--- config.mk ---
export PLATFORM = sky130hd
export DESIGN_NAME = tig_tx_device_flat
export DESIGN_NICKNAME = d
export VERILOG_FILES = /design/src/verilog/tig_pkg.sv /design/src/verilog/tig_link_if.sv /design/src/verilog/tig_tx_device.sv /design/src/flat_wrapper.sv
export VERILOG_INCLUDE_DIRS = /design/src /design/src/verilog
export SDC_FILE = /design/constraint.sdc
export NUM_CORES = 2
export LEC_CHECK = 0
export BUFFER_PORTS_ARGS = -buffer_cell sky130_fd_sc_hd__buf_4
export CORE_MARGIN = 3
export CORE_UTILIZATION = 40
export CTS_BUF_LIST = sky130_fd_sc_hd__clkbuf_4 sky130_fd_sc_hd__clkbuf_8
export CTS_CLUSTER_DIAMETER = 150
export CTS_CLUSTER_SIZE = 14
export DETAILED_ROUTE_END_ITERATION = 10
export PLACE_DENSITY_LB_ADDON = 0.08
export SLEW_MARGIN = 20
export SYNTH_ARGS = -nofsm -noshare
export SYNTH_HDL_FRONTEND = slang
export SYNTH_SLANG_ARGS = --single-unit
--- constraint.sdc ---
create_clock -name hclk -period 14 [get_ports hclk]
set_input_delay 1.4 -clock hclk [delete_from_list [all_inputs] [get_ports hclk]]
set_output_delay 1.4 -clock hclk [all_outputs]
set_load 0.03 [all_outputs]
--- src/verilog/tig_params.svh ---
// Constants of the transmit interpolator and gain configuration block.
// Assumes inclusion by bare name from the package and the design modules.
`ifndef TIG_PARAMS_SVH
`define TIG_PARAMS_SVH

// Device register offsets on the configuration link
`define TIG_REG_TX_ATTEN      5'h0a
`define TIG_REG_TX_FORMAT     5'h0c
`define TIG_REG_ROUTE_SELECT  5'h0e
`define TIG_REG_MIRROR_GAIN   5'h10
`define TIG_REG_SECOND_STAGE  5'h11
`define TIG_REG_OFFSET_CURR   5'h12
`define TIG_REG_PWRDN_CTRL    5'h13

// Device register reset values
`define TIG_RST_TX_ATTEN      8'h00
`define TIG_RST_TX_FORMAT     8'h01
`define TIG_RST_ROUTE_SELECT  8'h00
`define TIG_RST_MIRROR_GAIN   8'h44
`define TIG_RST_SECOND_STAGE  8'h43
`define TIG_RST_OFFSET_CURR   8'h00
`define TIG_RST_PWRDN_CTRL    8'h00

// Field positions and limits
`define TIG_FMT_FACTOR_HI     7
`define TIG_FMT_FACTOR_LO     6
`define TIG_FMT_TWOS_BIT      0
`define TIG_ROUTE_AMP_OFF_BIT 0
`define TIG_MG_ENABLE_BIT     7
`define TIG_PWRDN_ENABLE_BIT  7
`define TIG_PRIMARY_MAX       3'h4
`define TIG_FIRST_STAGE_MAX   3'h4
`define TIG_SECOND_STAGE_MAX  3'h6
`define TIG_THIRD_STAGE_MAX   3'h5
`define TIG_ATTEN_MAX         6'h27
`define TIG_AMP_STEP_CODES    6'h0c

// Rates and pipeline latency (latency in converter update clocks)
`define TIG_MAX_INPUT_MSPS    80
`define TIG_MAX_UPDATE_MSPS   200
`define TIG_CLK_MHZ           40
`define TIG_LAT_F2_UPDATE     10'h02b
`define TIG_LAT_F4_UPDATE     10'h060

// Host register offsets on AHB-Lite
`define TIG_HOST_CTRL         5'h00
`define TIG_HOST_REGCMD       5'h04
`define TIG_HOST_REGSTAT      5'h08
`define TIG_HOST_TXDATA       5'h0c
`define TIG_HOST_FIFOSTAT     5'h10
`define TIG_HOST_CTRL_RST     32'h0000_0000

`endif

--- src/verilog/tig_pkg.sv ---
// Types of the transmit interpolator and gain configuration block.
// Assumes tig_params.svh on the include path.
`include "tig_params.svh"
package tig_pkg;
  typedef enum logic [1:0] {
    TIG_F4   = 2'b00,
    TIG_F2   = 2'b01,
    TIG_F1   = 2'b10,
    TIG_FRSV = 2'b11
  } tig_factor_t;

  typedef enum logic [0:0] {
    TIG_CFG_IDLE = 1'b0,
    TIG_CFG_WAIT = 1'b1
  } tig_cfg_state_t;

  typedef logic signed [11:0] tig_word_t;
endpackage

--- src/verilog/tig_link_if.sv ---
// Link between the modem back end controller and the transmit device.
// Assumes both ends run on the same hclk.
`timescale 1ns/1ps
`default_nettype none
interface tig_link_if;
  import tig_pkg::*;
  logic        hd_mode;
  tig_word_t   tx_word;
  logic        tx_valid;
  logic        tx_take;
  logic [4:0]  cfg_addr;
  logic [7:0]  cfg_wdata;
  logic        cfg_write;
  logic        cfg_read;
  logic [7:0]  cfg_rdata;
  logic        cfg_rvalid;

  modport dev  (input hd_mode, tx_word, tx_valid, cfg_addr, cfg_wdata, cfg_write, cfg_read,
                output tx_take, cfg_rdata, cfg_rvalid);
  modport host (output hd_mode, tx_word, tx_valid, cfg_addr, cfg_wdata, cfg_write, cfg_read,
                input tx_take, cfg_rdata, cfg_rvalid);
endinterface
`default_nettype wire

--- src/verilog/tig_tx_device.sv ---
// Transmit device end: half-band interpolator and mirror gain configuration.
// Assumes hclk is the converter update clock and the link partner keeps its rules.
`timescale 1ns/1ps
`default_nettype none
`include "tig_params.svh"
module tig_tx_device
  import tig_pkg::*;
#(
  parameter int CLK_MHZ = `TIG_CLK_MHZ,
  parameter int C1 [11] = '{1290, -420, 236, -150, 100, -66, 42, -26, 15, -8, 11},
  parameter int C2 [3]  = '{1200, -200, 24}
) (
  input  wire logic   hclk,
  input  wire logic   hresetn,
  tig_link_if.dev     link,
  output tig_word_t   conv_word,
  output logic        conv_valid,
  output logic        converter_powerdown,
  output logic        amp_enable,
  output logic [2:0]  interp_factor,
  output logic [2:0]  primary_gain,
  output logic [7:0]  secondary_gain_q,
  output logic [2:0]  primary_offset_current,
  output logic [2:0]  secondary_offset_current,
  output logic [3:0]  dac_atten,
  output logic [1:0]  amp_atten_step
);
  initial begin
    if (CLK_MHZ > `TIG_MAX_UPDATE_MSPS || CLK_MHZ < 1) $error("tig_tx_device: clock out of range");
  end

  function automatic tig_word_t sat12(input logic signed [31:0] v);
    if (v > 32'sd2047) return 12'sh7ff;
    if (v < -32'sd2048) return -12'sh800;
    return v[11:0];
  endfunction

  function automatic logic [2:0] clamp3(input logic [2:0] v, input logic [2:0] lim);
    return (v > lim) ? lim : v;
  endfunction

  // Product of three stage codes, widened first so it cannot wrap
  function automatic logic [7:0] gain_q(input logic [2:0] g1, input logic [2:0] g2, input logic [2:0] g3);
    return {5'h00, g1} * {5'h00, g2} * {5'h00, g3};
  endfunction

  ////////////////////////////////////////////////////////////////////////////
  // Registers
  logic [7:0] tx_atten_reg;
  logic [7:0] tx_format_interp_control;
  logic [7:0] tx_output_route_select;
  logic [7:0] mirror_gain_control;
  logic [7:0] secondary_stage_gain;
  logic [7:0] offset_current_control;
  logic [7:0] powerdown_control;

  // Register writes from the configuration link
  always_ff @(posedge hclk or negedge hresetn) begin
    if (!hresetn) begin
      tx_atten_reg             <= `TIG_RST_TX_ATTEN;
      tx_format_interp_control <= `TIG_RST_TX_FORMAT;
      tx_output_route_select   <= `TIG_RST_ROUTE_SELECT;
      mirror_gain_control      <= `TIG_RST_MIRROR_GAIN;
      secondary_stage_gain     <= `TIG_RST_SECOND_STAGE;
      offset_current_control   <= `TIG_RST_OFFSET_CURR;
      powerdown_control        <= `TIG_RST_PWRDN_CTRL;
    end else if (link.cfg_write) begin
      if (link.cfg_addr == `TIG_REG_TX_ATTEN) begin
        tx_atten_reg <= {2'h0, link.cfg_wdata[5:0]};
      end else if (link.cfg_addr == `TIG_REG_TX_FORMAT) begin
        tx_format_interp_control <= {link.cfg_wdata[7:4], 1'b0, link.cfg_wdata[2:0]};
      end else if (link.cfg_addr == `TIG_REG_ROUTE_SELECT) begin
        tx_output_route_select <= {link.cfg_wdata[7], 6'h00, link.cfg_wdata[0]};
      end else if (link.cfg_addr == `TIG_REG_MIRROR_GAIN) begin
        mirror_gain_control <= {link.cfg_wdata[7:4], 1'b0, link.cfg_wdata[2:0]};
      end else if (link.cfg_addr == `TIG_REG_SECOND_STAGE) begin
        secondary_stage_gain <= {1'b0, link.cfg_wdata[6:4], 1'b0, link.cfg_wdata[2:0]};
      end else if (link.cfg_addr == `TIG_REG_OFFSET_CURR) begin
        offset_current_control <= {1'b0, link.cfg_wdata[6:4], 1'b0, link.cfg_wdata[2:0]};
      end else if (link.cfg_addr == `TIG_REG_PWRDN_CTRL) begin
        powerdown_control <= link.cfg_wdata;
      end
    end
  end

  // Read answer one cycle after the strobe; unmapped reads as zero
  always_ff @(posedge hclk or negedge hresetn) begin
    if (!hresetn) begin
      link.cfg_rdata  <= 8'h00;
      link.cfg_rvalid <= 1'b0;
    end else begin
      link.cfg_rvalid <= link.cfg_read;
      if (link.cfg_read) begin
        if (link.cfg_addr == `TIG_REG_TX_ATTEN) link.cfg_rdata <= tx_atten_reg;
        else if (link.cfg_addr == `TIG_REG_TX_FORMAT) link.cfg_rdata <= tx_format_interp_control;
        else if (link.cfg_addr == `TIG_REG_ROUTE_SELECT) link.cfg_rdata <= tx_output_route_select;
        else if (link.cfg_addr == `TIG_REG_MIRROR_GAIN) link.cfg_rdata <= mirror_gain_control;
        else if (link.cfg_addr == `TIG_REG_SECOND_STAGE) link.cfg_rdata <= secondary_stage_gain;
        else if (link.cfg_addr == `TIG_REG_OFFSET_CURR) link.cfg_rdata <= offset_current_control;
        else if (link.cfg_addr == `TIG_REG_PWRDN_CTRL) link.cfg_rdata <= powerdown_control;
        else link.cfg_rdata <= 8'h00;
      end
    end
  end

  ////////////////////////////////////////////////////////////////////////////
  // Rate control
  tig_factor_t factor;
  logic [1:0]  phase;
  logic [1:0]  phase_last;
  logic        in_tick;
  logic        s1_edge;
  tig_word_t   in_word;

  // factor decode, reserved code runs as 4
  assign factor     = tig_factor_t'(tx_format_interp_control[`TIG_FMT_FACTOR_HI:`TIG_FMT_FACTOR_LO]);
  assign phase_last = (factor == TIG_F2) ? 2'h1 : (factor == TIG_F1) ? 2'h0 : 2'h3;
  assign in_tick    = (phase == 2'h0);
  assign s1_edge    = (factor == TIG_F2) || !phase[0];
  assign interp_factor = (factor == TIG_F2) ? 3'h2 : (factor == TIG_F1) ? 3'h1 : 3'h4;
  // one input word consumed per input period
  assign link.tx_take = in_tick;
  // Straight binary converted to twos complement; no word gives midscale
  assign in_word = !link.tx_valid ? 12'sh000 :
                   tx_format_interp_control[`TIG_FMT_TWOS_BIT] ? link.tx_word :
                   {~link.tx_word[11], link.tx_word[10:0]};

  // Phase counter over one input period
  always_ff @(posedge hclk or negedge hresetn) begin
    if (!hresetn) begin
      phase <= 2'h0;
    end else begin
      phase <= (phase >= phase_last) ? 2'h0 : phase + 2'h1;
    end
  end

  ////////////////////////////////////////////////////////////////////////////
  // Half-band stages
  tig_word_t          hist1 [22];
  tig_word_t          hist2 [6];
  tig_word_t          s1_word;
  logic               s1_tick;
  tig_word_t          s2_word;
  logic signed [31:0] acc1;
  logic signed [31:0] acc2;

  // 43-tap and 11-tap symmetric odd phases
  always_comb begin
    acc1 = '0;
    for (int k = 0; k < 11; k++) begin
      acc1 = acc1 + C1[k] * (32'(hist1[10-k]) + 32'(hist1[11+k]));
    end
    acc2 = '0;
    for (int k = 0; k < 3; k++) begin
      acc2 = acc2 + C2[k] * (32'(hist2[2-k]) + 32'(hist2[3+k]));
    end
  end

  // first stage doubles the input rate
  always_ff @(posedge hclk or negedge hresetn) begin
    if (!hresetn) begin
      for (int i = 0; i < 22; i++) hist1[i] <= 12'sh000;
      s1_word <= 12'sh000;
      s1_tick <= 1'b0;
    end else begin
      s1_tick <= s1_edge;
      if (in_tick) begin
        for (int i = 1; i < 22; i++) hist1[i] <= hist1[i-1];
        hist1[0] <= in_word;
        s1_word  <= sat12(acc1 >>> 11);
      end else if (s1_edge) begin
        s1_word <= hist1[11];
      end
    end
  end

  // second stage doubles again for factor 4
  always_ff @(posedge hclk or negedge hresetn) begin
    if (!hresetn) begin
      for (int i = 0; i < 6; i++) hist2[i] <= 12'sh000;
      s2_word <= 12'sh000;
    end else if (s1_tick) begin
      for (int i = 1; i < 6; i++) hist2[i] <= hist2[i-1];
      hist2[0] <= s1_word;
      s2_word  <= sat12(acc2 >>> 11);
    end else begin
      s2_word <= hist2[3];
    end
  end

  // one output word every update clock
  always_ff @(posedge hclk or negedge hresetn) begin
    if (!hresetn) begin
      conv_word  <= 12'sh000;
      conv_valid <= 1'b0;
    end else begin
      conv_valid <= !converter_powerdown;
      if (factor == TIG_F1) conv_word <= in_word;
      else if (factor == TIG_F2) conv_word <= s1_word;
      else conv_word <= s2_word;
    end
  end

  ////////////////////////////////////////////////////////////////////////////
  // Half-duplex power-down
  logic [9:0] idle_cnt;
  logic [9:0] drain_lat;
  logic [9:0] pd_limit;

  assign drain_lat = (factor == TIG_F1) ? 10'h000 : (factor == TIG_F2) ? `TIG_LAT_F2_UPDATE :
                     `TIG_LAT_F4_UPDATE;
  assign pd_limit  = drain_lat + ({3'h0, powerdown_control[6:0]} * {7'h00, interp_factor});

  // power down once the last word has drained
  always_ff @(posedge hclk or negedge hresetn) begin
    if (!hresetn) begin
      idle_cnt            <= 10'h000;
      converter_powerdown <= 1'b0;
    end else begin
      if (in_tick && link.tx_valid) idle_cnt <= 10'h000;
      else if (idle_cnt != 10'h3ff) idle_cnt <= idle_cnt + 10'h001;
      converter_powerdown <= link.hd_mode && powerdown_control[`TIG_PWRDN_ENABLE_BIT] &&
                             !(in_tick && link.tx_valid) && (idle_cnt >= pd_limit);
    end
  end

  ////////////////////////////////////////////////////////////////////////////
  // Gain and attenuation settings
  logic       mg_on;
  logic [5:0] atten_code;
  logic [1:0] amp_step;
  assign mg_on = mirror_gain_control[`TIG_MG_ENABLE_BIT];

  // route bit clear feeds the current amplifier
  always_ff @(posedge hclk or negedge hresetn) begin
    if (!hresetn) begin
      amp_enable <= 1'b0;
    end else begin
      amp_enable <= !tx_output_route_select[`TIG_ROUTE_AMP_OFF_BIT] && !converter_powerdown;
    end
  end

  // default gains unless enable bit is set
  always_ff @(posedge hclk or negedge hresetn) begin
    if (!hresetn) begin
      primary_gain     <= 3'h0;
      secondary_gain_q <= 8'h00;
    end else begin
      primary_gain <= clamp3(mg_on ? mirror_gain_control[2:0] : 3'(`TIG_RST_MIRROR_GAIN),
                             `TIG_PRIMARY_MAX);
      secondary_gain_q <= mg_on ?
        gain_q(clamp3(mirror_gain_control[6:4], `TIG_FIRST_STAGE_MAX),
               clamp3(secondary_stage_gain[6:4], `TIG_SECOND_STAGE_MAX),
               clamp3(secondary_stage_gain[2:0], `TIG_THIRD_STAGE_MAX)) :
        gain_q(3'(`TIG_RST_MIRROR_GAIN >> 4), 3'(`TIG_RST_SECOND_STAGE >> 4), 3'(`TIG_RST_SECOND_STAGE));
    end
  end

  // zero setting leaves the source off
  assign primary_offset_current   = offset_current_control[2:0];
  assign secondary_offset_current = offset_current_control[6:4];

  // split of attenuation over converter and amplifier
  assign atten_code = (tx_atten_reg[5:0] > `TIG_ATTEN_MAX) ? `TIG_ATTEN_MAX : tx_atten_reg[5:0];
  assign amp_step   = (atten_code >= (`TIG_AMP_STEP_CODES * 6'h2)) ? 2'h2 :
                      (atten_code >= `TIG_AMP_STEP_CODES) ? 2'h1 : 2'h0;
  always_ff @(posedge hclk or negedge hresetn) begin
    if (!hresetn) begin
      dac_atten      <= 4'h0;
      amp_atten_step <= 2'h0;
    end else if (tx_output_route_select[`TIG_ROUTE_AMP_OFF_BIT]) begin
      dac_atten      <= tx_atten_reg[3:0];
      amp_atten_step <= 2'h0;
    end else begin
      dac_atten      <= 4'(atten_code - (`TIG_AMP_STEP_CODES * {4'h0, amp_step}));
      amp_atten_step <= amp_step;
    end
  end
endmodule
`default_nettype wire

--- src/flat_wrapper.sv ---
// flat-port wrapper written by rule: the top's interface ports become plain ports
module tig_tx_device_flat import tig_pkg::*;
#(
  parameter int CLK_MHZ = `TIG_CLK_MHZ,
  parameter int C1 [11] = '{1290, -420, 236, -150, 100, -66, 42, -26, 15, -8, 11},
  parameter int C2 [3]  = '{1200, -200, 24}
)
  (hclk, hresetn, conv_word, conv_valid, converter_powerdown, amp_enable, interp_factor, primary_gain, secondary_gain_q, primary_offset_current, secondary_offset_current, dac_atten, amp_atten_step, link_hd_mode, link_tx_word, link_tx_valid, link_cfg_addr, link_cfg_wdata, link_cfg_write, link_cfg_read, link_tx_take, link_cfg_rdata, link_cfg_rvalid);
  tig_link_if link_i ();
  input  wire logic hclk;
  input  wire logic hresetn;
  output tig_word_t conv_word;
  output logic conv_valid;
  output logic converter_powerdown;
  output logic amp_enable;
  output logic [2:0] interp_factor;
  output logic [2:0] primary_gain;
  output logic [7:0] secondary_gain_q;
  output logic [2:0] primary_offset_current;
  output logic [2:0] secondary_offset_current;
  output logic [3:0] dac_atten;
  output logic [1:0] amp_atten_step;
  input wire logic [$bits(link_i.hd_mode)-1:0] link_hd_mode;
  input wire logic [$bits(link_i.tx_word)-1:0] link_tx_word;
  input wire logic [$bits(link_i.tx_valid)-1:0] link_tx_valid;
  input wire logic [$bits(link_i.cfg_addr)-1:0] link_cfg_addr;
  input wire logic [$bits(link_i.cfg_wdata)-1:0] link_cfg_wdata;
  input wire logic [$bits(link_i.cfg_write)-1:0] link_cfg_write;
  input wire logic [$bits(link_i.cfg_read)-1:0] link_cfg_read;
  output wire logic [$bits(link_i.tx_take)-1:0] link_tx_take;
  output wire logic [$bits(link_i.cfg_rdata)-1:0] link_cfg_rdata;
  output wire logic [$bits(link_i.cfg_rvalid)-1:0] link_cfg_rvalid;
  assign link_i.hd_mode = link_hd_mode;
  assign link_i.tx_word = link_tx_word;
  assign link_i.tx_valid = link_tx_valid;
  assign link_i.cfg_addr = link_cfg_addr;
  assign link_i.cfg_wdata = link_cfg_wdata;
  assign link_i.cfg_write = link_cfg_write;
  assign link_i.cfg_read = link_cfg_read;
  assign link_tx_take = link_i.tx_take;
  assign link_cfg_rdata = link_i.cfg_rdata;
  assign link_cfg_rvalid = link_i.cfg_rvalid;
  tig_tx_device #(.CLK_MHZ(CLK_MHZ), .C1(C1), .C2(C2)) u_core (.hclk(hclk), .hresetn(hresetn), .link(link_i), .conv_word(conv_word), .conv_valid(conv_valid), .converter_powerdown(converter_powerdown), .amp_enable(amp_enable), .interp_factor(interp_factor), .primary_gain(primary_gain), .secondary_gain_q(secondary_gain_q), .primary_offset_current(primary_offset_current), .secondary_offset_current(secondary_offset_current), .dac_atten(dac_atten), .amp_atten_step(amp_atten_step));
endmodule
==> out/metrics.csv <==
metric,value,unit
Top-Level Pins,82,
clk slew on worst S/H paths,0.11,ns
Bufs on Longest Clock Path,3,
Slew headroom,28.40,%
syn nets,7162,
post-CTS setup buffer count,0,
Die X-Extent,383.6,um
worst path required time,14.53,ns
Setup Crit Path Kind,reg -> reg,
CP Depth,50,
Residual DRC,0,
outcome,finished clean,
Core Area,0.1406,mm2
crit path max-delay cell type,fa_1,
Syn. warnings,0,
synth top area cells,"fa_1 (22%), dfrtp_1 (20%), ha_1 (19%), inv_1 (7.8%), mux2_2 (7.3%)",
post-synth top area share,22.19,%
R2R depth,50,
TritonCTS Sinks,456,
Peak Freq,75.60,MHz
via count,38234,
cell type with the largest total area after synthesis,fa_1,
drt pass-1 iters,8,
Crit Path Max Fanout,11,
RSZ-0062 raised after global routing,false,
Clock Root Buffer,clkbuf_8,
final hold violation count,0,
register area share after synthesis,20.02,%
max incr delay on CP,0.54,ns
number of port buffers,81,
initial antenna violation count,7,
largest net degree at the start of global routing,165,
Avg Inst Size Synth,10.08,um2
end of the worst register-to-register path,u_core.s1_word[5],
critical path launch point type,register,
# rows,137,
Yosys cell types,98,
Regs by FF count,"u_core.hist1: 264 flops, u_core.hist2: 72 flops",
full die area,0.1471,mm2
GRT Util Overall,20.59,%
Max-Cap Viols,0,
first-pass GRT wire length,234300,um
CP Data Arrival Time,13.76,ns
share of cells above drive strength 1,10.98,%
number of flops mapped to enable cells by yosys,0,
most frequent cells after synthesis,"inv_1 (1,191), ha_1 (844), fa_1 (632)",
number of global-route vias before repair,39962,
H-tree depth,2,
DR iter-0 viols,1814,
Post-Route WL,148300,um
Worst-Skew Late Latency,0.68,ns
"Period Utilization, post-route",94.48,%
buffers plus inverters on the worst setup path,7,
HPWL Detailed,126700,um
Biggest register,u_core.hist1,
crit-path leading delay family,adder cells,
placed inst area,0.06001,mm2
Hold Crit Class,reg -> reg,
area of the mapped netlist,0.05702,mm2
R2R setup slack,0.77,ns
Final Util,43.24,%
placed cell count,7567,
die height,383.6,um
Routed WL per cell,19.45,um
post-DR vias/cell,5.015,
Max Slew Vio Count,0,
setup TNS,0,ns
#FFs+latches synth,456,
Post-DRT Antenna Nets,0,
Final Critical Period,13.23,ns
Area Overhead vs Synth,6.589,%
most common cell in the netlist,inv_1,
Crit. End Element,register,
ys async rst share,100.0,%
max FFs per register,264,
CTS tree,built,
GR Overflow Total,0,
clk_skew,0.07138,ns
Slew @ Worst Pin,1.074,ns
Starting Density,40.57,%
Critical Path Sink,u_core.s1_word[5],
Mapped Cells,5655,
post-route design area,0.06078,mm2
"Top FF cell, synth",dfrtp_1,
Num CTS Buffers,39,
RePlAce Congestion,0.8455,
final setup fails,0,
R2R Path Start,u_core.hist1[97],
Crit. Startpoint,u_core.hist1[97],
Critical Path Most Common Cell,a21oi_1,
fin cells,7624,
Layout Nets,7239,
[cell type report]
class	instances	area (um2)
sequential	456	11420
tap	1876	2347
antenna	1	2.502
clock buffer	51	626.9
timing repair buffer	116	915.9
multi-input combinational	3922	40910
inverter	1197	4496
clock inverter	5	57.56
fill	13786	79780
[per-stage QoR]
stage / setup slack (ns) / hold slack, ns
floorplan: 1.717 / 0.4570
global placement: 0.3222 / 0.4410
detailed placement: 0.3140 / 0.4424
CTS: 0.1995 / 0.4578
global route: 0.02013 / 0.4912
finish: 0.7724 / 0.4512
[layout by cell type (no fill, tap or decap), drive strengths merged, types with 23 or more instances in the layout]
master and count:
buf 116, o21a 39, nor3 56, o21bai 104, dfrtp 450, nand2b 42
a21o 77, nor2 211, inv 1199, or2 24, nand2 179, and2 44
xnor2 280, a21boi 27, o21ai 166, or3 23, xor2 122, ha 844
clkbuf 51, mux2 372, a21oi 289, fa 632, nand3 65, nor2b 51
[timing repair]
item	CTS	global route
setup endpoints to repair	0	11
hold buffers	0	0
gates resized for setup	0	27
[how the worst min path moves through the flow]
| stage | startpoint | to | slack, ns | depth (start not counted) |
|---|---|---|---|---|
| after global routing | u_core.converter_powerdown | u_core.conv_valid | 0.49 | 1 |
| final | u_core.converter_powerdown | u_core.conv_valid | 0.45 | 1 |
| after floorplan | u_core.tx_atten_reg[1] | u_core.dac_atten[1] | 0.46 | 1 |
| after CTS | u_core.converter_powerdown | u_core.conv_valid | 0.46 | 1 |
| after global placement | u_core.converter_powerdown | u_core.conv_valid | 0.44 | 1 |
| after detailed placement | u_core.converter_powerdown | u_core.conv_valid | 0.44 | 1 |
[metal layers]
layer / global-route usage, % / vias up / wire (um)
met5: 0 / - / 0
li1: - / 18622 / -
met1: 30.36 / 19085 / 72920
met4: 3.776 / 0 / 2955
met3: 2.339 / 103 / 5227
met2: 32.76 / 424 / 67210
[worst register-to-register path: cells and delay by family (launching register included)]
kind	cells	cell delay (ns)
xor gates and xnor gates	3	1.11
buffers and inverters	7	0.49
and+or+nand+nor	3	0.30
adders and majority gates	13	5.94
AOI/OAI and AO/OA	24	4.74
DFF	1	0.47
[logic make-up (layout without fill, tap and decap cells)]
kind of cell / after synthesis / count (layout) / synth area share [%]
AOI/OAI and AO/OA: 881 / 881 / 10.14
xor gates and xnor gates: 405 / 405 / 6.311
adders and majority gates: 1478 / 1478 / 40.74
buffers and inverters: 1277 / 1369 / 8.432
DFF: 456 / 456 / 20.02
muxes: 393 / 393 / 7.715
other: 0 / 1 / 0
and+or+nand+nor: 765 / 765 / 6.633
Power is left out: the tool's default activity adds up to more than one toggle a clock period on the data nets, which glitch-free logic cannot reach.
